[config.mk]
export PLATFORM = sky130hd
export DESIGN_NAME = gts_sequencer
export DESIGN_NICKNAME = d
export VERILOG_FILES = /design/src/rtl/gts_pkg.sv /design/src/rtl/gts_seq_if.sv /design/src/rtl/gts_offseq.sv /design/src/rtl/gts_sequencer.sv
export VERILOG_INCLUDE_DIRS = /design/src /design/src/rtl
export SDC_FILE = /design/constraint.sdc
export NUM_CORES = 1
export LEC_CHECK = 0
export ABC_AREA = 1
export BUFFER_PORTS_ARGS = -buffer_cell sky130_fd_sc_hd__buf_2
export CAP_MARGIN = 20
export CORE_ASPECT_RATIO = 0.6
export CORE_UTILIZATION = 40
export CTS_CLUSTER_DIAMETER = 100
export DETAILED_ROUTE_END_ITERATION = 10
export PLACE_DENSITY_LB_ADDON = 0.15
export SLEW_MARGIN = 20
export SYNTH_ARGS = -nofsm -noshare
export SYNTH_HDL_FRONTEND = slang
export SYNTH_SLANG_ARGS = --single-unit
export TNS_END_PERCENT = 1
[constraint.sdc]
create_clock -name pclk -period 2.3 [get_ports pclk]
set_input_delay 0.46 -clock pclk [delete_from_list [all_inputs] [get_ports pclk]]
set_output_delay 0.46 -clock pclk [all_outputs]
set_load 0.1 [all_outputs]
[src/rtl/gts_consts.svh]
/*
 Register offsets, field positions, reset values and timing counts
 for the gate output turn-off sequencer.
 Assumes a 125 MHz pclk and an 8-bit APB byte address.
*/
`ifndef GTS_CONSTS_SVH
`define GTS_CONSTS_SVH

`define GTS_CLK_NS 8
`define GTS_PROP_NS 40
`define GTS_PROP_CYC ((`GTS_PROP_NS + `GTS_CLK_NS - 1) / `GTS_CLK_NS)
`define GTS_DSOUT_NS 200
`define GTS_DSOUT_CYC ((`GTS_DSOUT_NS + `GTS_CLK_NS - 1) / `GTS_CLK_NS)

`define GTS_A_CTRL 8'h00
`define GTS_A_DCFG 8'h04
`define GTS_A_FMET 8'h08
`define GTS_A_FDLY 8'h0C
`define GTS_A_TSA 8'h10
`define GTS_A_TSB 8'h14
`define GTS_A_SINK 8'h18
`define GTS_A_FEV 8'h1C
`define GTS_A_STAT 8'h20

`define GTS_RST_FDLY 16'h0000
`define GTS_RST_RA 8'h10
`define GTS_RST_RB 8'h10
`define GTS_RST_PLV 8'h80
`define GTS_RST_PTM 8'h20
`define GTS_RST_SINK 4'h8

`define GTS_I_CMD 0
`define GTS_I_RDY 1
`define GTS_I_FLT 2
`define GTS_I_LOGIC_SIDE_SUPPLY 3
`define GTS_I_GATE_POSITIVE_RAIL 4
`define GTS_I_DS 5
`define GTS_I_GF 6
`define GTS_I_GH 7

`endif

[src/rtl/gts_pkg.sv]
/*
 Types shared by the gate output turn-off sequencer.
 Assumes nothing of its surroundings.
*/
package gts_pkg;
    typedef enum logic [1:0] {OFF_HARD, OFF_TWO, OFF_SOFT} gts_off_mode_t;
    typedef enum logic [2:0] {
        PH_IDLE, PH_HARD, PH_RAMPA, PH_PLAT, PH_RAMPB, PH_SOFT
    } gts_phase_t;
    typedef enum logic [3:0] {
        ST_CFG, ST_OFF, ST_ON_DLY, ST_ON, ST_OFF_DLY, ST_NOFF,
        ST_FDLY, ST_FOFF, ST_FHOLD
    } gts_state_t;
endpackage : gts_pkg

[src/rtl/gts_seq_if.sv]
/*
 Carrier between the sequencer top and its turn-off phase engine.
 Assumes both ends run on the same pclk.
*/
`timescale 1ns/1ns
interface gts_seq_if;
    import gts_pkg::*;
    logic start;
    logic abort;
    gts_off_mode_t mode;
    logic [7:0] ramp_a;
    logic [7:0] ramp_b;
    logic [7:0] plat_t;
    logic [7:0] plat_lvl;
    logic gate_high;
    gts_phase_t phase;
    logic [7:0] level;
    logic done;
    modport ctl(output start, abort, mode, ramp_a, ramp_b, plat_t, plat_lvl,
        gate_high, input phase, level, done);
    modport seq(input start, abort, mode, ramp_a, ramp_b, plat_t, plat_lvl,
        gate_high, output phase, level, done);
endinterface : gts_seq_if

[src/rtl/gts_offseq.sv]
/*
 Turn-off phase engine: hard, two-level (ramp A, plateau, ramp B)
 and soft current-sink discharge.
 Assumes start and abort are one-cycle pulses from the top and that
 gate_high is already synchronised.
*/
`timescale 1ns/1ns
module gts_offseq
    import gts_pkg::*;
(
    // Clock and reset
    input wire logic pclk,
    input wire logic presetn,
    // Control carrier
    gts_seq_if.seq sq
);
    gts_phase_t ph_q, ph_d;
    logic [7:0] c_q, c_d;
    logic [7:0] lvl_q, lvl_d;

    assign sq.phase = ph_q;
    assign sq.level = lvl_q;

    always_comb begin
        ph_d = ph_q;
        c_d = c_q;
        sq.done = 1'b0;
        if (sq.abort) begin
            ph_d = PH_IDLE;
        end else if (sq.start) begin
            case (sq.mode)
                OFF_TWO: begin
                    ph_d = PH_RAMPA;
                    c_d = sq.ramp_a;
                end
                OFF_SOFT: ph_d = PH_SOFT;
                default: ph_d = PH_HARD;
            endcase
        end else begin
            case (ph_q)
                PH_HARD: begin
                    sq.done = 1'b1;
                    ph_d = PH_IDLE;
                end
                PH_RAMPA: begin
                    if (c_q == 8'h00) begin
                        ph_d = PH_PLAT;
                        c_d = sq.plat_t;
                    end else begin
                        c_d = c_q - 8'h01;
                    end
                end
                PH_PLAT: begin
                    if (c_q == 8'h00) begin
                        ph_d = PH_RAMPB;
                        c_d = sq.ramp_b;
                    end else begin
                        c_d = c_q - 8'h01;
                    end
                end
                PH_RAMPB: begin
                    if (c_q != 8'h00) begin
                        c_d = c_q - 8'h01;
                    end else if (!sq.gate_high) begin
                        sq.done = 1'b1;
                        ph_d = PH_IDLE;
                    end
                end
                PH_SOFT: begin
                    if (!sq.gate_high) begin
                        sq.done = 1'b1;
                        ph_d = PH_IDLE;
                    end
                end
                default: ph_d = PH_IDLE;
            endcase
        end
        // Plateau target held through ramp A and the plateau
        lvl_d = (ph_d == PH_RAMPA || ph_d == PH_PLAT) ? sq.plat_lvl : 8'h00;
    end

    always_ff @(posedge pclk or negedge presetn) begin
        if (!presetn) begin
            ph_q <= PH_IDLE;
            c_q <= 8'h00;
            lvl_q <= 8'h00;
        end else begin
            ph_q <= ph_d;
            c_q <= c_d;
            lvl_q <= lvl_d;
        end
    end
endmodule : gts_offseq

[src/rtl/gts_sequencer.sv]
/*
 Output stage sequencer of an isolated gate driver: source/sink output
 control, turn-on, normal and fault turn-off, fault delays, APB slave.
 Assumes pins arrive asynchronously; APB master on pclk.
*/
`timescale 1ns/1ns
`include "gts_consts.svh"
module gts_sequencer
    import gts_pkg::*;
(
    // Clock and reset
    input wire logic pclk,
    input wire logic presetn,
    // APB slave
    input wire logic [7:0] paddr,
    input wire logic psel,
    input wire logic penable,
    input wire logic pwrite,
    input wire logic [31:0] pwdata,
    output logic [31:0] prdata,
    output logic pready,
    output logic pslverr,
    // Asynchronous pins and status inputs
    input wire logic switch_cmd,
    input wire logic ready_status_line,
    input wire logic fault_line_low_active_n,
    input wire logic logic_side_supply_ok,
    input wire logic gate_positive_rail_ok,
    input wire logic collector_overvoltage_detect,
    input wire logic gate_side_fault,
    input wire logic gate_above_neg_thresh,
    // Gate output stage
    output logic on_oe,
    output logic off_oe,
    output gts_phase_t off_phase,
    output logic [7:0] off_level,
    output logic [3:0] soft_sink_strength,
    output logic active_shutdown,
    output logic gate_high_flag
);
    localparam logic [16:0] PROP_C = 17'(`GTS_PROP_CYC);
    localparam logic [16:0] DSOUT_C = 17'(`GTS_DSOUT_CYC);

    function automatic logic addr_ok(input logic [7:0] a);
        return a[1:0] == 2'h0 && a <= `GTS_A_STAT;
    endfunction : addr_ok

    function automatic logic is_cfg(input logic [7:0] a);
        return a >= `GTS_A_DCFG && a <= `GTS_A_SINK;
    endfunction : is_cfg

    function automatic logic [16:0] ext(input logic [15:0] v);
        return {1'b0, v};
    endfunction : ext

    // Two-stage synchroniser for every pin
    logic [7:0] pin_raw, s1_q, s2_q;
    assign pin_raw = {gate_above_neg_thresh, gate_side_fault,
        collector_overvoltage_detect, gate_positive_rail_ok,
        logic_side_supply_ok, fault_line_low_active_n, ready_status_line,
        switch_cmd};

    always_ff @(posedge pclk or negedge presetn) begin
        if (!presetn) begin
            s1_q <= 8'h00;
            s2_q <= 8'h00;
        end else begin
            s1_q <= pin_raw;
            s2_q <= s1_q;
        end
    end

    logic cmd_s, rdy_s, flt_s, logic_side_supply_s, gate_positive_rail_s, ds_s, gf_s, gh_s, fault_now;
    assign cmd_s = s2_q[`GTS_I_CMD];
    assign rdy_s = s2_q[`GTS_I_RDY];
    assign flt_s = s2_q[`GTS_I_FLT];
    assign logic_side_supply_s = s2_q[`GTS_I_LOGIC_SIDE_SUPPLY];
    assign gate_positive_rail_s = s2_q[`GTS_I_GATE_POSITIVE_RAIL];
    assign ds_s = s2_q[`GTS_I_DS];
    assign gf_s = s2_q[`GTS_I_GF];
    assign gh_s = s2_q[`GTS_I_GH];
    assign fault_now = !rdy_s || !flt_s || !logic_side_supply_s || !gate_positive_rail_s
        || ds_s || gf_s;

    // Register file
    logic operate_q, operate_d, std_q, std_d;
    logic [1:0] fmet_q, fmet_d;
    logic [15:0] fdly_q, fdly_d;
    logic [7:0] ra_q, ra_d, rb_q, rb_d, plv_q, plv_d, ptm_q, ptm_d;
    logic [3:0] sink_q, sink_d;
    logic [5:0] cause_q, cause_d, cause_clr;
    logic [31:0] prdata_q, prdata_d, rd_val;
    logic acc, wen;
    gts_state_t st_q, st_d;

    assign acc = psel && penable;
    assign pready = 1'b1;
    assign pslverr = acc && (!addr_ok(paddr)
        || (pwrite && operate_q && is_cfg(paddr)));
    assign wen = acc && pwrite && !pslverr;
    assign prdata = prdata_q;

    always_comb begin
        case (paddr)
            `GTS_A_CTRL: rd_val = 32'(operate_q);
            `GTS_A_DCFG: rd_val = 32'(std_q);
            `GTS_A_FMET: rd_val = 32'(fmet_q);
            `GTS_A_FDLY: rd_val = 32'(fdly_q);
            `GTS_A_TSA: rd_val = 32'({rb_q, ra_q});
            `GTS_A_TSB: rd_val = 32'({ptm_q, plv_q});
            `GTS_A_SINK: rd_val = 32'(sink_q);
            `GTS_A_FEV: rd_val = 32'({cause_q, gh_s});
            `GTS_A_STAT: rd_val = 32'(st_q);
            default: rd_val = 32'h0000_0000;
        endcase
        prdata_d = (psel && !penable) ? rd_val : prdata_q;
        operate_d = (wen && paddr == `GTS_A_CTRL) ? pwdata[0] : operate_q;
        std_d = (wen && paddr == `GTS_A_DCFG) ? pwdata[0] : std_q;
        fmet_d = (wen && paddr == `GTS_A_FMET) ? pwdata[1:0] : fmet_q;
        fdly_d = (wen && paddr == `GTS_A_FDLY) ? pwdata[15:0] : fdly_q;
        ra_d = (wen && paddr == `GTS_A_TSA) ? pwdata[7:0] : ra_q;
        rb_d = (wen && paddr == `GTS_A_TSA) ? pwdata[15:8] : rb_q;
        plv_d = (wen && paddr == `GTS_A_TSB) ? pwdata[7:0] : plv_q;
        ptm_d = (wen && paddr == `GTS_A_TSB) ? pwdata[15:8] : ptm_q;
        sink_d = (wen && paddr == `GTS_A_SINK) ? pwdata[3:0] : sink_q;
        cause_clr = (wen && paddr == `GTS_A_FEV) ? pwdata[6:1] : 6'h00;
        // New fault causes win over a clear in the same cycle
        cause_d = (cause_q & ~cause_clr)
            | {gf_s, ds_s, !gate_positive_rail_s, !logic_side_supply_s, !flt_s, !rdy_s};
    end

    always_ff @(posedge pclk or negedge presetn) begin
        if (!presetn) begin
            prdata_q <= 32'h0000_0000;
            operate_q <= 1'b0;
            std_q <= 1'b0;
            fmet_q <= 2'h0;
            fdly_q <= `GTS_RST_FDLY;
            ra_q <= `GTS_RST_RA;
            rb_q <= `GTS_RST_RB;
            plv_q <= `GTS_RST_PLV;
            ptm_q <= `GTS_RST_PTM;
            sink_q <= `GTS_RST_SINK;
            cause_q <= 6'h00;
        end else begin
            prdata_q <= prdata_d;
            operate_q <= operate_d;
            std_q <= std_d;
            fmet_q <= fmet_d;
            fdly_q <= fdly_d;
            ra_q <= ra_d;
            rb_q <= rb_d;
            plv_q <= plv_d;
            ptm_q <= ptm_d;
            sink_q <= sink_d;
            cause_q <= cause_d;
        end
    end

    // Turn-off phase engine
    gts_seq_if sq();
    gts_offseq u_offseq (
        .pclk(pclk),
        .presetn(presetn),
        .sq(sq.seq)
    );

    gts_off_mode_t fmode;
    logic [16:0] cnt_q, cnt_d, cnt_dec, fault_dly;
    logic handling, st_static, st_seq;

    assign fmode = (fmet_q == 2'h3) ? OFF_HARD : gts_off_mode_t'(fmet_q);
    assign cnt_dec = cnt_q - 17'h0_0001;
    assign sq.ramp_a = ra_q;
    assign sq.ramp_b = rb_q;
    assign sq.plat_t = ptm_q;
    assign sq.plat_lvl = plv_q;
    assign sq.gate_high = gh_s;
    assign handling = st_q inside {ST_FDLY, ST_FOFF, ST_FHOLD};
    assign st_static = st_q inside {ST_CFG, ST_OFF, ST_ON_DLY, ST_FHOLD};
    assign st_seq = st_q inside {ST_NOFF, ST_FOFF};

    always_comb begin
        if (ds_s) begin
            fault_dly = DSOUT_C + ext(fdly_q);
        end else if (gf_s || !gate_positive_rail_s) begin
            fault_dly = ext(fdly_q);
        end else begin
            fault_dly = PROP_C + ext(fdly_q);
        end
    end

    always_comb begin
        st_d = st_q;
        cnt_d = cnt_q;
        sq.start = 1'b0;
        sq.abort = 1'b0;
        sq.mode = OFF_HARD;
        case (st_q)
            ST_CFG: if (operate_q) st_d = ST_OFF;
            ST_OFF: begin
                if (cmd_s) begin
                    st_d = ST_ON_DLY;
                    cnt_d = PROP_C + (std_q ? 17'(ptm_q) : 17'h0_0000);
                end
            end
            ST_ON_DLY: begin
                if (!cmd_s) begin
                    st_d = ST_OFF;
                end else if (cnt_q == 17'h0_0000) begin
                    st_d = ST_ON;
                end else begin
                    cnt_d = cnt_dec;
                end
            end
            ST_ON: begin
                if (!cmd_s) begin
                    st_d = ST_OFF_DLY;
                    cnt_d = PROP_C;
                end
            end
            ST_OFF_DLY: begin
                if (cnt_q == 17'h0_0000) begin
                    st_d = ST_NOFF;
                    sq.start = 1'b1;
                    sq.mode = std_q ? OFF_TWO : OFF_HARD;
                end else begin
                    cnt_d = cnt_dec;
                end
            end
            ST_NOFF: if (sq.done) st_d = ST_OFF;
            ST_FDLY: begin
                if (cnt_q == 17'h0_0000) begin
                    st_d = ST_FOFF;
                    sq.start = 1'b1;
                    sq.mode = fmode;
                end else begin
                    cnt_d = cnt_dec;
                end
            end
            ST_FOFF: if (sq.done) st_d = ST_FHOLD;
            ST_FHOLD: if (!fault_now && !cmd_s) st_d = ST_OFF;
            default: st_d = ST_CFG;
        endcase
        if (!handling && st_q != ST_CFG && fault_now) begin
            st_d = ST_FDLY;
            cnt_d = fault_dly;
            sq.start = 1'b0;
            sq.abort = 1'b1;
        end else if (!operate_q && st_q inside {ST_OFF, ST_ON_DLY, ST_ON,
                ST_OFF_DLY, ST_NOFF, ST_FHOLD}) begin
            st_d = ST_CFG;
            sq.start = 1'b0;
            sq.abort = 1'b1;
        end
    end

    // Registered output stage
    logic on_q, on_d, off_q, off_d, asd_q, asd_d, ghf_q, ghf_d;
    gts_phase_t ph_q, ph_d;
    logic [7:0] lvl_q, lvl_d;
    logic [3:0] soft_q, soft_d;

    always_comb begin
        on_d = st_q inside {ST_ON, ST_OFF_DLY};
        if (st_static) begin
            ph_d = PH_HARD;
        end else if (st_seq) begin
            ph_d = sq.phase;
        end else begin
            ph_d = PH_IDLE;
        end
        off_d = ph_d != PH_IDLE;
        lvl_d = st_seq ? sq.level : 8'h00;
        soft_d = sink_q;
        asd_d = !gate_positive_rail_s;
        ghf_d = gh_s;
    end

    always_ff @(posedge pclk or negedge presetn) begin
        if (!presetn) begin
            st_q <= ST_CFG;
            cnt_q <= 17'h0_0000;
            on_q <= 1'b0;
            off_q <= 1'b1;
            ph_q <= PH_HARD;
            lvl_q <= 8'h00;
            soft_q <= 4'h0;
            asd_q <= 1'b1;
            ghf_q <= 1'b0;
        end else begin
            st_q <= st_d;
            cnt_q <= cnt_d;
            on_q <= on_d;
            off_q <= off_d;
            ph_q <= ph_d;
            lvl_q <= lvl_d;
            soft_q <= soft_d;
            asd_q <= asd_d;
            ghf_q <= ghf_d;
        end
    end

    assign on_oe = on_q;
    assign off_oe = off_q;
    assign off_phase = ph_q;
    assign off_level = lvl_q;
    assign soft_sink_strength = soft_q;
    assign active_shutdown = asd_q;
    assign gate_high_flag = ghf_q;
endmodule : gts_sequencer

==> key figures, run 1 <==
Synthesis
  • Most common flop cell mapped by yosys: sky130_fd_sc_hd__dfrtp_1
  • Biggest area contributors in the synthesized netlist: sky130_fd_sc_hd__dfrtp_1 (44%), sky130_fd_sc_hd__nand2_1 (16%), sky130_fd_sc_hd__o21ai_0 (6.5%), sky130_fd_sc_hd__nand3_1 (6.5%), sky130_fd_sc_hd__inv_1 (5.4%)
  • Synthesized cell area: 0.00822 mm^2
  • Total of flip-flops plus latches after synthesis: 153
  • Fraction of registers with async set/reset: 1.00
  • Portion of synthesized cell area occupied by the leading cell type: 0.441
  • Post-synth top area cell: sky130_fd_sc_hd__dfrtp_1
  • Proportion of synthesized chip area in sequential cells: 0.467
  • Synthesized instance count: 1118
  • Number of different library cells in the post-synthesis netlist: 35
  • Number of enable flip-flop cells after synthesis: 0
  • Count of yosys warnings during synthesis: 0
  • Mean area per synthesized cell: 7.35 um^2

Clocking
  • Deepest clock path buffer count: 2
  • Clock tree from TritonCTS: done
  • Max H-tree Level: 4
  • Clock latency of the later-clocked register in the worst-skew pair: 440 ps
  • Number of clock sinks seen by CTS: 153
  • CTS root buffer: sky130_fd_sc_hd__clkbuf_16
  • Number of resized instances in the post-cts repair step: 0
  • Clock Pin Slew Worst Setup and Hold Paths: 70 ps
  • Inserted Clock Buffers: 17

Final layout
  • Count of antenna diodes in the layout: 0
  • Fraction of layout instances using a drive strength above 1: 0.148
  • Final instance area: 0.00969 mm^2
  • Total Nets Final: 1281
  • Core utilization of the finished layout: 0.483
  • Area overhead of the layout relative to synthesis: 17.8%

Routing
  • DR pass1 iterations: 5
  • Average vias per placed instance: 5.05
  • Detailed-route via count: 7614
  • Avg WL per Cell: 16.3 um
  • Wire length after detailed routing: 24700 um
  • Detailed Route Iter0 Violations: 839
  • Number of nets with antenna violations after detailed routing: 0
  • Final routed DRC violation total: 0

STA
  • Slew margin rel.: 0.661
  • Worst setup skew after layout: 9.56 ps
  • Actual transition at the worst max-transition pin: 507 ps
  • FMAX: 0.462 GHz
  • Final Hold Violating Endpoints: 0
  • Final clock period utilization by the worst path: 0.941
  • Setup Viol. Count Final: 0
  • Time the worst path needs with I/O delays and setup: 2160 ps
  • Max Slew Vio Count: 0

Global route
  • Pin count of the biggest net entering global routing: 48
  • Total gr overflow: 0
  • Antenna violations before repair: 1
  • Global-route wire length before repair: 39500 um
  • Overall Global Routing Usage: 0.247
  • Number of global-route vias before repair: 6929

Setup path
  • RR Startpoint: s2_q[4]$_DFF_PN0_
  • Worst-path cell with the longest stage delay: sky130_fd_sc_hd__dfrtp_1
  • Worst reg2reg endpoint: cnt_q[3]$_DFFE_PN0P_
  • Peak per-stage delay on the critical path: 400 ps
  • Setup slack on the worst flop-to-flop path: 210 ps
  • CP Launch Type: flop
  • CP Cell Sequence: inv_1 -> nor3_1 -> nand3_1 -> nand2_1 -> inv_2 -> nor2_4 -> buf_12
  • Sort of element at the end of the critical path: output pin
  • Worst Path Required: 1840 ps
  • Maximum net fanout on the critical path: 9
  • Critical path class: reg2out
  • Number of cells on the worst reg-to-reg path: 10
  • Signal arrival time at the worst endpoint: 1700 ps

Pwr
  • Pwr Density: 1120 mW/mm^2
  • Static leakage power: 4.85 nW
  • IR Drop Worst-Case VDD: 0.000541 V
  • Power consumption: 10.8 mW

Floorplan
  • Die height: 113 um
  • Die Span X: 187 um
  • Count of standard-cell rows: 40
  • Die Footprint: 0.0212 mm^2
  • Effective utilization at floorplan: 0.410
  • Core Box Area: 0.0201 mm^2
  • Top-level port count: 106

Placement
  • GPL Wtd Cong: 0.946
  • Dpl hpwl: 18900 um
  • Count of buffers inserted at the top-level ports: 72
  • Instance area after placement: 0.00908 mm^2

Run
  • Total of max-cap violations: 0

Status
  • Status: finished clean

Min path
  • Path type of the worst min-delay path: in2reg
  • Startpoint of the tightest hold check path: fault_line_low_active_n
  • Worst hold path endpoint: s1_q[2]$_DFF_PN0_
  • Number of cells on the worst hold path: 1
cell usage after synthesis, types with 2 or more instances:
master / instances
sky130_fd_sc_hd__nand2_1: 347
sky130_fd_sc_hd__dfrtp_1: 145
sky130_fd_sc_hd__inv_1: 118
sky130_fd_sc_hd__nor2_1: 111
sky130_fd_sc_hd__o21ai_0: 107
sky130_fd_sc_hd__nand3_1: 106
sky130_fd_sc_hd__a21oi_1: 26
sky130_fd_sc_hd__buf_4: 19
sky130_fd_sc_hd__clkbuf_1: 15
sky130_fd_sc_hd__xor2_1: 14
sky130_fd_sc_hd__nor3_1: 12
sky130_fd_sc_hd__dfstp_2: 8
sky130_fd_sc_hd__nand4_1: 8
sky130_fd_sc_hd__o21ai_1: 8
sky130_fd_sc_hd__buf_2: 7
sky130_fd_sc_hd__nand2_2: 7
sky130_fd_sc_hd__inv_2: 6
sky130_fd_sc_hd__nand3b_1: 6
sky130_fd_sc_hd__ha_1: 5
sky130_fd_sc_hd__nand2_4: 5
sky130_fd_sc_hd__nor2_2: 5
sky130_fd_sc_hd__o211ai_1: 5
sky130_fd_sc_hd__xnor2_1: 5
sky130_fd_sc_hd__o22ai_1: 4
sky130_fd_sc_hd__clkinv_1: 3
sky130_fd_sc_hd__nand3_2: 3
sky130_fd_sc_hd__o2111ai_1: 3
sky130_fd_sc_hd__buf_6: 2
sky130_fd_sc_hd__conb_1: 2
metal layers:
layer,vias to the layer above,track usage,part of all wire
met5,-,0,0
met4,0,0.0579,0.0083
met3,19,0.0642,0.092
met2,286,0.314,0.36
met1,3557,0.401,0.54
li1,3752,-,-
power breakdown:
group | switching, mW | total, mW | internal, mW
clock | 1.24 | 2.79 | 1.54
combinational | 3.33 | 4.83 | 1.50
sequential | 0.260 | 3.20 | 2.94
how the worst max path moves through the flow:
stage,from,to,cells after the start
3_5_place_dp,paddr[6],pslverr,10
3_3_place_gp,paddr[0],pslverr,10
4_1_cts,operate_q$_DFFE_PN0P_,pslverr,7
5_1_grt,operate_q$_DFFE_PN0P_,pslverr,7
6_report,operate_q$_DFFE_PN0P_,pslverr,7
2_1_floorplan,paddr[6],pslverr,7
placed cells by master (no fill, tap or decap), types with 2 or more instances in the layout:
| cell type | synthesis | routed |
|---|---|---|
| sky130_fd_sc_hd__a21oi_1 | 26 | 26 |
| sky130_fd_sc_hd__buf_12 | 0 | 4 |
| sky130_fd_sc_hd__buf_2 | 7 | 70 |
| sky130_fd_sc_hd__buf_4 | 19 | 38 |
| sky130_fd_sc_hd__clkbuf_16 | 0 | 17 |
| sky130_fd_sc_hd__clkinv_1 | 3 | 3 |
| sky130_fd_sc_hd__clkinv_2 | 0 | 4 |
| sky130_fd_sc_hd__clkinv_4 | 0 | 2 |
| sky130_fd_sc_hd__conb_1 | 2 | 17 |
| sky130_fd_sc_hd__dfrtp_1 | 145 | 145 |
| sky130_fd_sc_hd__dfstp_2 | 8 | 8 |
| sky130_fd_sc_hd__ha_1 | 5 | 5 |
| sky130_fd_sc_hd__inv_1 | 118 | 118 |
| sky130_fd_sc_hd__inv_2 | 6 | 6 |
| sky130_fd_sc_hd__inv_6 | 0 | 3 |
| sky130_fd_sc_hd__inv_8 | 0 | 2 |
| sky130_fd_sc_hd__nand2_1 | 347 | 347 |
| sky130_fd_sc_hd__nand2_2 | 7 | 7 |
| sky130_fd_sc_hd__nand2_4 | 5 | 5 |
| sky130_fd_sc_hd__nand3_1 | 106 | 106 |
| sky130_fd_sc_hd__nand3_2 | 3 | 3 |
| sky130_fd_sc_hd__nand3b_1 | 6 | 6 |
| sky130_fd_sc_hd__nand4_1 | 8 | 8 |
| sky130_fd_sc_hd__nor2_1 | 111 | 110 |
| sky130_fd_sc_hd__nor2_2 | 5 | 5 |
| sky130_fd_sc_hd__nor3_1 | 12 | 12 |
| sky130_fd_sc_hd__o2111ai_1 | 3 | 3 |
| sky130_fd_sc_hd__o211ai_1 | 5 | 5 |
| sky130_fd_sc_hd__o21ai_0 | 107 | 107 |
| sky130_fd_sc_hd__o21ai_1 | 8 | 8 |
| sky130_fd_sc_hd__o22ai_1 | 4 | 4 |
| sky130_fd_sc_hd__xnor2_1 | 5 | 5 |
| sky130_fd_sc_hd__xor2_1 | 14 | 14 |
registers in the layout (all words and copies together) (netlist names), 2 cells and up:
signal / count
soft_sink_strength: 4
prdata: 16
s2_q: 8
u_offseq.sq.level: 8
off_phase: 3
plv_q: 8
sink_q: 4
s1_q: 8
u_offseq.sq.phase: 3
u_offseq.c_q: 8
cause_q: 6
ptm_q: 8
ra_q: 8
rb_q: 8
fmet_q: 2
off_level: 8
fdly_q: 16
st_q: 4
cnt_q: 17
worst max-delay path, delay by kind of cell, from the launching register on:
| kind | cells | cell delay (ps) |
|---|---|---|
| simple gates | 4 | 490 |
| flops | 1 | 400 |
| buf+inv | 3 | 370 |
area by class of cell:
type / instances / area, um^2
Clock inverter: 14 / 140
Sequential cell: 153 / 3840
Timing Repair Buffer: 114 / 737
Fill cell: 2020 / 10400
Tap cell: 273 / 342
Multi-Input combinational cell: 810 / 3710
Inverter: 127 / 477
Clock buffer: 18 / 439
what timing repair did:
item	4_1_cts	5_1_grt
endpoints found under the setup margin	0	1
hold endpoints to repair	27	0
buffers inserted	0	2
hold buffers	1	0
per-stage QoR:
stage | std cells | hold slack, ps | setup WS [ps] | setup TNS (ps)
finish | 1509 | 119 | 136 | 0
CTS | 1507 | 104 | 108 | 0
detailed placement | 1474 | 339 | 222 | 0
floorplan | 1133 | 164 | 298 | 0
global route | 1509 | 104 | -0.616 | -0.616
global placement | 1474 | 333 | 233 | 0
cell families (layout without fill, tap and decap cells):
group / count (synthesis) / count (layout) / synth area share
adder cells (fa/ha/maj): 5 / 5 / 0.00761
buffers and inverters: 170 / 273 / 0.0892
flip-flops: 153 / 153 / 0.467
AND/OR/NAND/NOR: 612 / 612 / 0.314
other: 2 / 17 / 0.000913
XOR/XNOR: 19 / 19 / 0.0202
AO/OA/AOI/OAI: 157 / 157 / 0.102
(Power assumes the default switching activity.)
==> run 2, diff against run 1 <==
--- a/config.mk
+++ b/config.mk
@@ -11,6 +11,7 @@
 export CAP_MARGIN = 20
 export CORE_ASPECT_RATIO = 0.6
 export CORE_UTILIZATION = 40
+export CTS_BUF_LIST = sky130_fd_sc_hd__clkbuf_2 sky130_fd_sc_hd__clkbuf_4 sky130_fd_sc_hd__clkbuf_8
 export CTS_CLUSTER_DIAMETER = 100
 export DETAILED_ROUTE_END_ITERATION = 10
 export PLACE_DENSITY_LB_ADDON = 0.15
==> key figures, run 2 (synthesis results as in run 1) <==
Final layout
  • Most common cell after layout, fill and taps aside: sky130_fd_sc_hd__nand2_1
  • Highest-count cells in the layout ignoring fill and taps: sky130_fd_sc_hd__nand2_1 (347), sky130_fd_sc_hd__dfrtp_1 (145), sky130_fd_sc_hd__inv_1 (118)
  • Total Nets Final: 1281 (unchanged)
  • Count of antenna diodes in the layout: 0 (unchanged)
  • Fill cell count: 2042 (+1.1%)
  • Final instance area: 0.00950 mm^2 (-1.9%)
  • Top register by number of flip-flops: cnt_q
  • Area overhead of the layout relative to synthesis: 15.6%
  • Flip-flop count of the largest register, all copies and words added: 17 (unchanged)
  • Fraction of layout instances using a drive strength above 1: 0.149 (+0.000809)

STA
  • Time the worst path needs with I/O delays and setup: 2180 ps (+13.5 ps)
  • FMAX: 0.459 GHz (-0.62%)
  • Max Slew Vio Count: 0 (unchanged)
  • Worst setup skew after layout: 18.5 ps (+8.92 ps)
  • Final Hold Violating Endpoints: 0 (unchanged)
  • Final clock period utilization by the worst path: 0.947 (+0.00587)
  • Setup Viol. Count Final: 0 (unchanged)
  • Worst hold slack across all endpoints: 82.5 ps (-36.6 ps)
  • Final total negative setup slack: 0 ps (unchanged)

Setup path
  • Worst Path Required: 1840 ps (about the same)
  • Signal arrival time at the worst endpoint: 1720 ps (+20 ps)
  • Worst reg2reg endpoint: u_offseq.c_q[4]$_DFFE_PN0P_
  • Critical path class: reg2out
  • RR Startpoint: st_q[2]$_DFFE_PN0P_
  • Maximum net fanout on the critical path: 9 (unchanged)
  • Sort of element at the end of the critical path: output pin
  • Number of cells on the worst reg-to-reg path: 11 (+1)
  • CP Launch Type: flop
  • Critical path startpoint: operate_q$_DFFE_PN0P_
  • Setup slack on the worst flop-to-flop path: 210 ps (about the same)

Global route
  • Antenna violations before repair: 0 (-1)
  • Total gr overflow: 0 (unchanged)
  • Pin count of the biggest net entering global routing: 48 (unchanged)
  • Number of global-route vias before repair: 6939 (+0.14%)
  • Global-route wire length before repair: 39200 um (-0.66%)
  • Overall Global Routing Usage: 0.245 (-0.00180)

Clocking
  • Inserted Clock Buffers: 17 (unchanged)
  • Clock latency of the later-clocked register in the worst-skew pair: 480 ps (+40 ps)
  • CTS root buffer: sky130_fd_sc_hd__clkbuf_8
  • Max H-tree Level: 4 (unchanged)
  • Deepest clock path buffer count: 2 (unchanged)
  • Number of clock sinks seen by CTS: 153 (unchanged)
  • Clock Pin Slew Worst Setup and Hold Paths: 90 ps (+20 ps)
  • Clock tree from TritonCTS: done

Routing
  • Detailed Route Iter0 Violations: 799 (-4.8%)
  • Wire length after detailed routing: 24700 um (about the same)
  • Number of nets with antenna violations after detailed routing: 0 (unchanged)
  • Final routed DRC violation total: 0 (unchanged)
  • DR pass1 iterations: 5 (unchanged)
  • Detailed-route via count: 7645 (+0.41%)
  • Avg WL per Cell: 16.3 um (about the same)
  • Average vias per placed instance: 5.07 (+0.41%)

Min path
  • Number of cells on the worst hold path: 1 (unchanged)
  • Path type of the worst min-delay path: in2reg
  • Startpoint of the tightest hold check path: fault_line_low_active_n
  • Worst hold path endpoint: s1_q[2]$_DFF_PN0_

Floorplan
  • Effective utilization at floorplan: 0.410 (unchanged)
  • Count of standard-cell rows: 40 (unchanged)
  • Top-level port count: 106 (unchanged)
  • Core Box Area: 0.0201 mm^2 (unchanged)
  • Die Footprint: 0.0212 mm^2 (unchanged)
  • Die height: 113 um (unchanged)
  • Die Span X: 187 um (unchanged)

Pwr
  • Static leakage power: 4.76 nW (-1.8%)
  • IR Drop Worst-Case VDD: 0.000513 V (-5.2%)
  • Pwr Density: 1060 mW/mm^2 (-5.1%)
  • Power consumption: 10.1 mW (-6.9%)

Placement
  • Instance area after placement: 0.00908 mm^2 (unchanged)
  • Dpl hpwl: 18900 um (unchanged)
  • Count of buffers inserted at the top-level ports: 72 (unchanged)
  • GPL Wtd Cong: 0.946 (unchanged)

Run
  • Total of max-cap violations: 0 (unchanged)

Status
  • Status: finished clean
## run 2: cell types whose count changed in the layout (fill, tap and decap cells not counted)
cell                        previous run  this run
sky130_fd_sc_hd__clkbuf_8              1        18
sky130_fd_sc_hd__clkbuf_16            17         0
sky130_fd_sc_hd__nor3_1               12        11
sky130_fd_sc_hd__nor3_2                0         1
## run 2: where the power goes
part           leakage (nW)  switching [mW]  internal (mW)  total (mW)
logic                  2.55            3.32           1.50        4.83
clock network         0.200            1.13          0.911        2.05
registers              2.01           0.263           2.94        3.20
## run 2: metal layers
layer  share of wire  vias to the layer above  global-route usage
li1                -                     3755                   -
met1            0.54                     3583               0.398
met2            0.36                      291               0.313
met3           0.090                       16              0.0679
met4          0.0063                        0              0.0486
met5               0                        -                   0
## run 2: per-stage QoR
step,setup slack [ps],cells,utilization
after floorplan,298,1133,-
after global routing,-3.03,1509,0.473
final,123,1509,0.473
after global placement,233,1474,0.453
after detailed placement,222,1474,0.453
after CTS,58.7,1507,0.472
## run 2: how the worst max path moves through the flow
stage | end | slack [ps] | cells after the start
3_3_place_gp | pslverr | 230 | 10
3_5_place_dp | pslverr | 220 | 10
6_report | pslverr | 120 | 7
5_1_grt | pslverr | -3 | 7
4_1_cts | pslverr | 60 | 7
2_1_floorplan | pslverr | 300 | 7
## run 2: area by class of cell
cell class	instances	area [um^2]	area share
Clock buffer	18	248	0.0261
Multi-Input combinational cell	810	3720	0.391
Inverter	127	477	0.0502
Timing Repair Buffer	114	737	0.0776
Tap cell	273	342	0.0359
Clock inverter	14	140	0.0147
Sequential cell	153	3840	0.404
## run 2: timing repair
item,in CTS,in global routing
setup buffers,0,2
hold buffers,1,0
resized for setup,0,1
setup endpoints to repair,0,1
endpoints found under the hold margin,27,0
## run 2: worst max-delay path, stage by stage (launching register included)
cell	delay (ps)
sky130_fd_sc_hd__dfrtp_1	410
sky130_fd_sc_hd__inv_1	100
sky130_fd_sc_hd__nor3_2	170
sky130_fd_sc_hd__nand3_1	90
sky130_fd_sc_hd__nand2_1	70
sky130_fd_sc_hd__inv_2	100
sky130_fd_sc_hd__nor2_4	120
sky130_fd_sc_hd__buf_12	180
==> run 3, diff against run 2 <==
--- a/config.mk
+++ b/config.mk
@@ -10,7 +10,7 @@
 export BUFFER_PORTS_ARGS = -buffer_cell sky130_fd_sc_hd__buf_2
 export CAP_MARGIN = 20
 export CORE_ASPECT_RATIO = 0.6
-export CORE_UTILIZATION = 40
+export CORE_UTILIZATION = 33
 export CTS_BUF_LIST = sky130_fd_sc_hd__clkbuf_2 sky130_fd_sc_hd__clkbuf_4 sky130_fd_sc_hd__clkbuf_8
 export CTS_CLUSTER_DIAMETER = 100
 export DETAILED_ROUTE_END_ITERATION = 10
==> key figures, run 3 (synthesis results as in run 1) <==
Floorplan
  • Effective utilization at floorplan: 0.338 (-0.0718)
  • Die Footprint: 0.0256 mm^2 (+21%)
  • Die height: 124 um (+9.9%)
  • Count of standard-cell rows: 44 (+10%)
  • Core Box Area: 0.0243 mm^2 (+21%)
  • Die Span X: 206 um (+10%)
  • Top-level port count: 106 (unchanged)

Pwr
  • Static leakage power: 4.80 nW (+0.81%)
  • Int Power: 5.59 mW (+4.4%)
  • Power share of the combinational group: 0.486 (+0.007)
  • Clock group share of total power: 0.207 (+0.004)
  • Portion of total power attributed to sequential cells: 0.307 (-0.011)
  • IR Drop Worst-Case VDD: 0.000475 V (-7.3%)
  • Fraction of power spent switching nets: 0.461 (-0.00778)
  • Pwr Density: 1070 mW/mm^2 (+1.3%)
  • Net switching power of the design: 4.78 mW (+1.2%)

Final layout
  • Flip-flop count of the largest register, all copies and words added: 17 (unchanged)
  • Sequential cell area in the final layout: 0.00384 mm^2 (unchanged)
  • Highest-count cells in the layout ignoring fill and taps: sky130_fd_sc_hd__nand2_1 (347), sky130_fd_sc_hd__dfrtp_1 (145), sky130_fd_sc_hd__inv_1 (117)
  • Final Non-Filler Cells: 1564 (+3.6%)
  • Multi-input logic area: 0.00372 mm^2 (about the same)
  • Area overhead of the layout relative to synthesis: 17.3%
  • Total Nets Final: 1287 (+0.47%)
  • Top register by number of flip-flops: cnt_q
  • Fill cell count: 2582 (+26%)
  • Fraction of layout instances using a drive strength above 1: 0.155 (+0.00653)
  • Count of antenna diodes in the layout: 0 (unchanged)
  • Core utilization of the finished layout: 0.396 (-0.0771)
  • Most common cell after layout, fill and taps aside: sky130_fd_sc_hd__nand2_1

Setup path
  • RR Startpoint: cnt_q[0]$_DFFE_PN0P_
  • Worst reg2reg endpoint: u_offseq.c_q[5]$_DFFE_PN0P_
  • Number of cells on the worst reg-to-reg path: 12 (+1)
  • CP Launch Type: flop
  • Maximum net fanout on the critical path: 9 (unchanged)
  • Critical path class: reg2out
  • Worst Path Required: 1840 ps (about the same)
  • Sort of element at the end of the critical path: output pin
  • Setup slack on the worst flop-to-flop path: 220 ps (about the same)
  • Signal arrival time at the worst endpoint: 1730 ps (about the same)

Global route
  • Antenna violations before repair: 0 (unchanged)
  • Overall Global Routing Usage: 0.217 (-0.0278)
  • Pin count of the biggest net entering global routing: 52 (+8.3%)
  • Total gr overflow: 0 (unchanged)
  • Global-route wire length before repair: 41500 um (+5.7%)
  • Number of global-route vias before repair: 7225 (+4.1%)

STA
  • Worst setup skew after layout: 17.9 ps (-0.561 ps)
  • FMAX: 0.456 GHz (-0.71%)
  • Max Slew Vio Count: 0 (unchanged)
  • Setup Viol. Count Final: 0 (unchanged)
  • Final total negative setup slack: 0 ps (unchanged)
  • Slew margin rel.: 0.599
  • Final clock period utilization by the worst path: 0.953 (+0.00674)
  • Actual transition at the worst max-transition pin: 598 ps
  • Setup repair after global routing missed its margin: false
  • Time the worst path needs with I/O delays and setup: 2190 ps (+15.5 ps)
  • Final Hold Violating Endpoints: 0 (unchanged)

Clocking
  • Clock Pin Slew Worst Setup and Hold Paths: 90 ps (about the same)
  • Max H-tree Level: 4 (unchanged)
  • CTS root buffer: sky130_fd_sc_hd__clkbuf_8
  • Clock latency of the later-clocked register in the worst-skew pair: 500 ps (+20 ps)
  • Inserted Clock Buffers: 17 (unchanged)
  • Number of clock sinks seen by CTS: 153 (unchanged)
  • Clock tree from TritonCTS: done
  • Deepest clock path buffer count: 2 (unchanged)

Routing
  • Final routed DRC violation total: 0 (unchanged)
  • Number of nets with antenna violations after detailed routing: 0 (unchanged)
  • Detailed Route Iter0 Violations: 749 (-6.3%)
  • Detailed-route via count: 7670 (+0.33%)
  • DR pass1 iterations: 7 (+2)
  • Avg WL per Cell: 16.8 um (+3.1%)
  • Wire length after detailed routing: 26300 um (+6.8%)
  • Average vias per placed instance: 4.90 (-3.2%)

Min path
  • Path type of the worst min-delay path: in2reg
  • Worst hold path endpoint: s1_q[1]$_DFF_PN0_
  • Number of cells on the worst hold path: 1 (unchanged)
  • Startpoint of the tightest hold check path: ready_status_line

Placement
  • GPL Wtd Cong: 0.922 (-2.5%)
  • Total instance count after detailed placement: 1530 (+3.8%)
  • Count of buffers inserted at the top-level ports: 72 (unchanged)
  • Dpl hpwl: 20400 um (+8.0%)

Run
  • Total of max-cap violations: 0 (unchanged)

Status
  • Status: finished clean
run 3: per-stage QoR:
| stage | instance area [um^2] | power [mW] | setup WS (ps) | hold slack, ps |
|---|---|---|---|---|
| after floorplan | 8290 | 6.61 | 298 | 164 |
| after global placement | 9220 | 8.19 | 198 | 333 |
| after detailed placement | 9220 | 8.21 | 155 | 336 |
| after CTS | 9640 | 10.4 | 87.3 | 34.3 |
| after global routing | 9650 | 11.1 | 36.0 | 30.2 |
| final | 9650 | 10.4 | 107 | 65.8 |
run 3: layer usage:
metal | GRT usage | vias to the layer above | part of all wire
li1 | - | 3755 | -
met1 | 0.366 | 3669 | 0.56
met2 | 0.260 | 225 | 0.36
met3 | 0.0565 | 21 | 0.074
met4 | 0.0510 | 0 | 0.011
met5 | 0 | - | 0
run 3: worst max-delay path, cell delays in order (launching register included):
cell	delay, ps
sky130_fd_sc_hd__dfrtp_1	360
sky130_fd_sc_hd__inv_2	90
sky130_fd_sc_hd__nor3_1	200
sky130_fd_sc_hd__nand3_1	100
sky130_fd_sc_hd__nand2_1	70
sky130_fd_sc_hd__inv_2	110
sky130_fd_sc_hd__nor2_4	120
sky130_fd_sc_hd__buf_12	180
run 3: area by class of cell:
cell class	instances	share of cell area
Tap cell	322	0.0418
Multi-Input combinational cell	810	0.386
Clock buffer	20	0.0266
Inverter	127	0.0494
Timing Repair Buffer	120	0.0837
Sequential cell	153	0.398
Clock inverter	12	0.0147
run 3: repair_timing:
| action | in CTS | in global routing |
|---|---|---|
| setup buffers | 1 | 0 |
| gates resized for setup | 1 | 3 |
| setup endpoints to repair | 1 | 6 |
| hold buffers | 1 | 0 |
| hold endpoints to repair | 44 | 0 |
run 3: how the worst max path moves through the flow:
stage                          start  cells past startpoint                          end
6_report       operate_q$_DFFE_PN0P_                      7                      pslverr
5_1_grt         cnt_q[0]$_DFFE_PN0P_                     12        cnt_q[14]$_DFFE_PN0P_
4_1_cts        operate_q$_DFFE_PN0P_                      7                      pslverr
3_5_place_dp   cnt_q[13]$_DFFE_PN0P_                     10  u_offseq.c_q[7]$_DFFE_PN0P_
3_3_place_gp   cnt_q[13]$_DFFE_PN0P_                     10  u_offseq.c_q[7]$_DFFE_PN0P_
2_1_floorplan               paddr[6]                      7                      pslverr
run 3: power by group through the flow:
stage / Combinational (mW) / Sequential, mW / Clock, mW
after detailed placement: 4.98 / 3.23 / 0
after floorplan: 3.27 / 3.34 / 0
after global placement: 4.96 / 3.23 / 0
after CTS: 5.01 / 3.18 / 2.20
final: 5.04 / 3.18 / 2.14
after global routing: 5.61 / 3.22 / 2.32
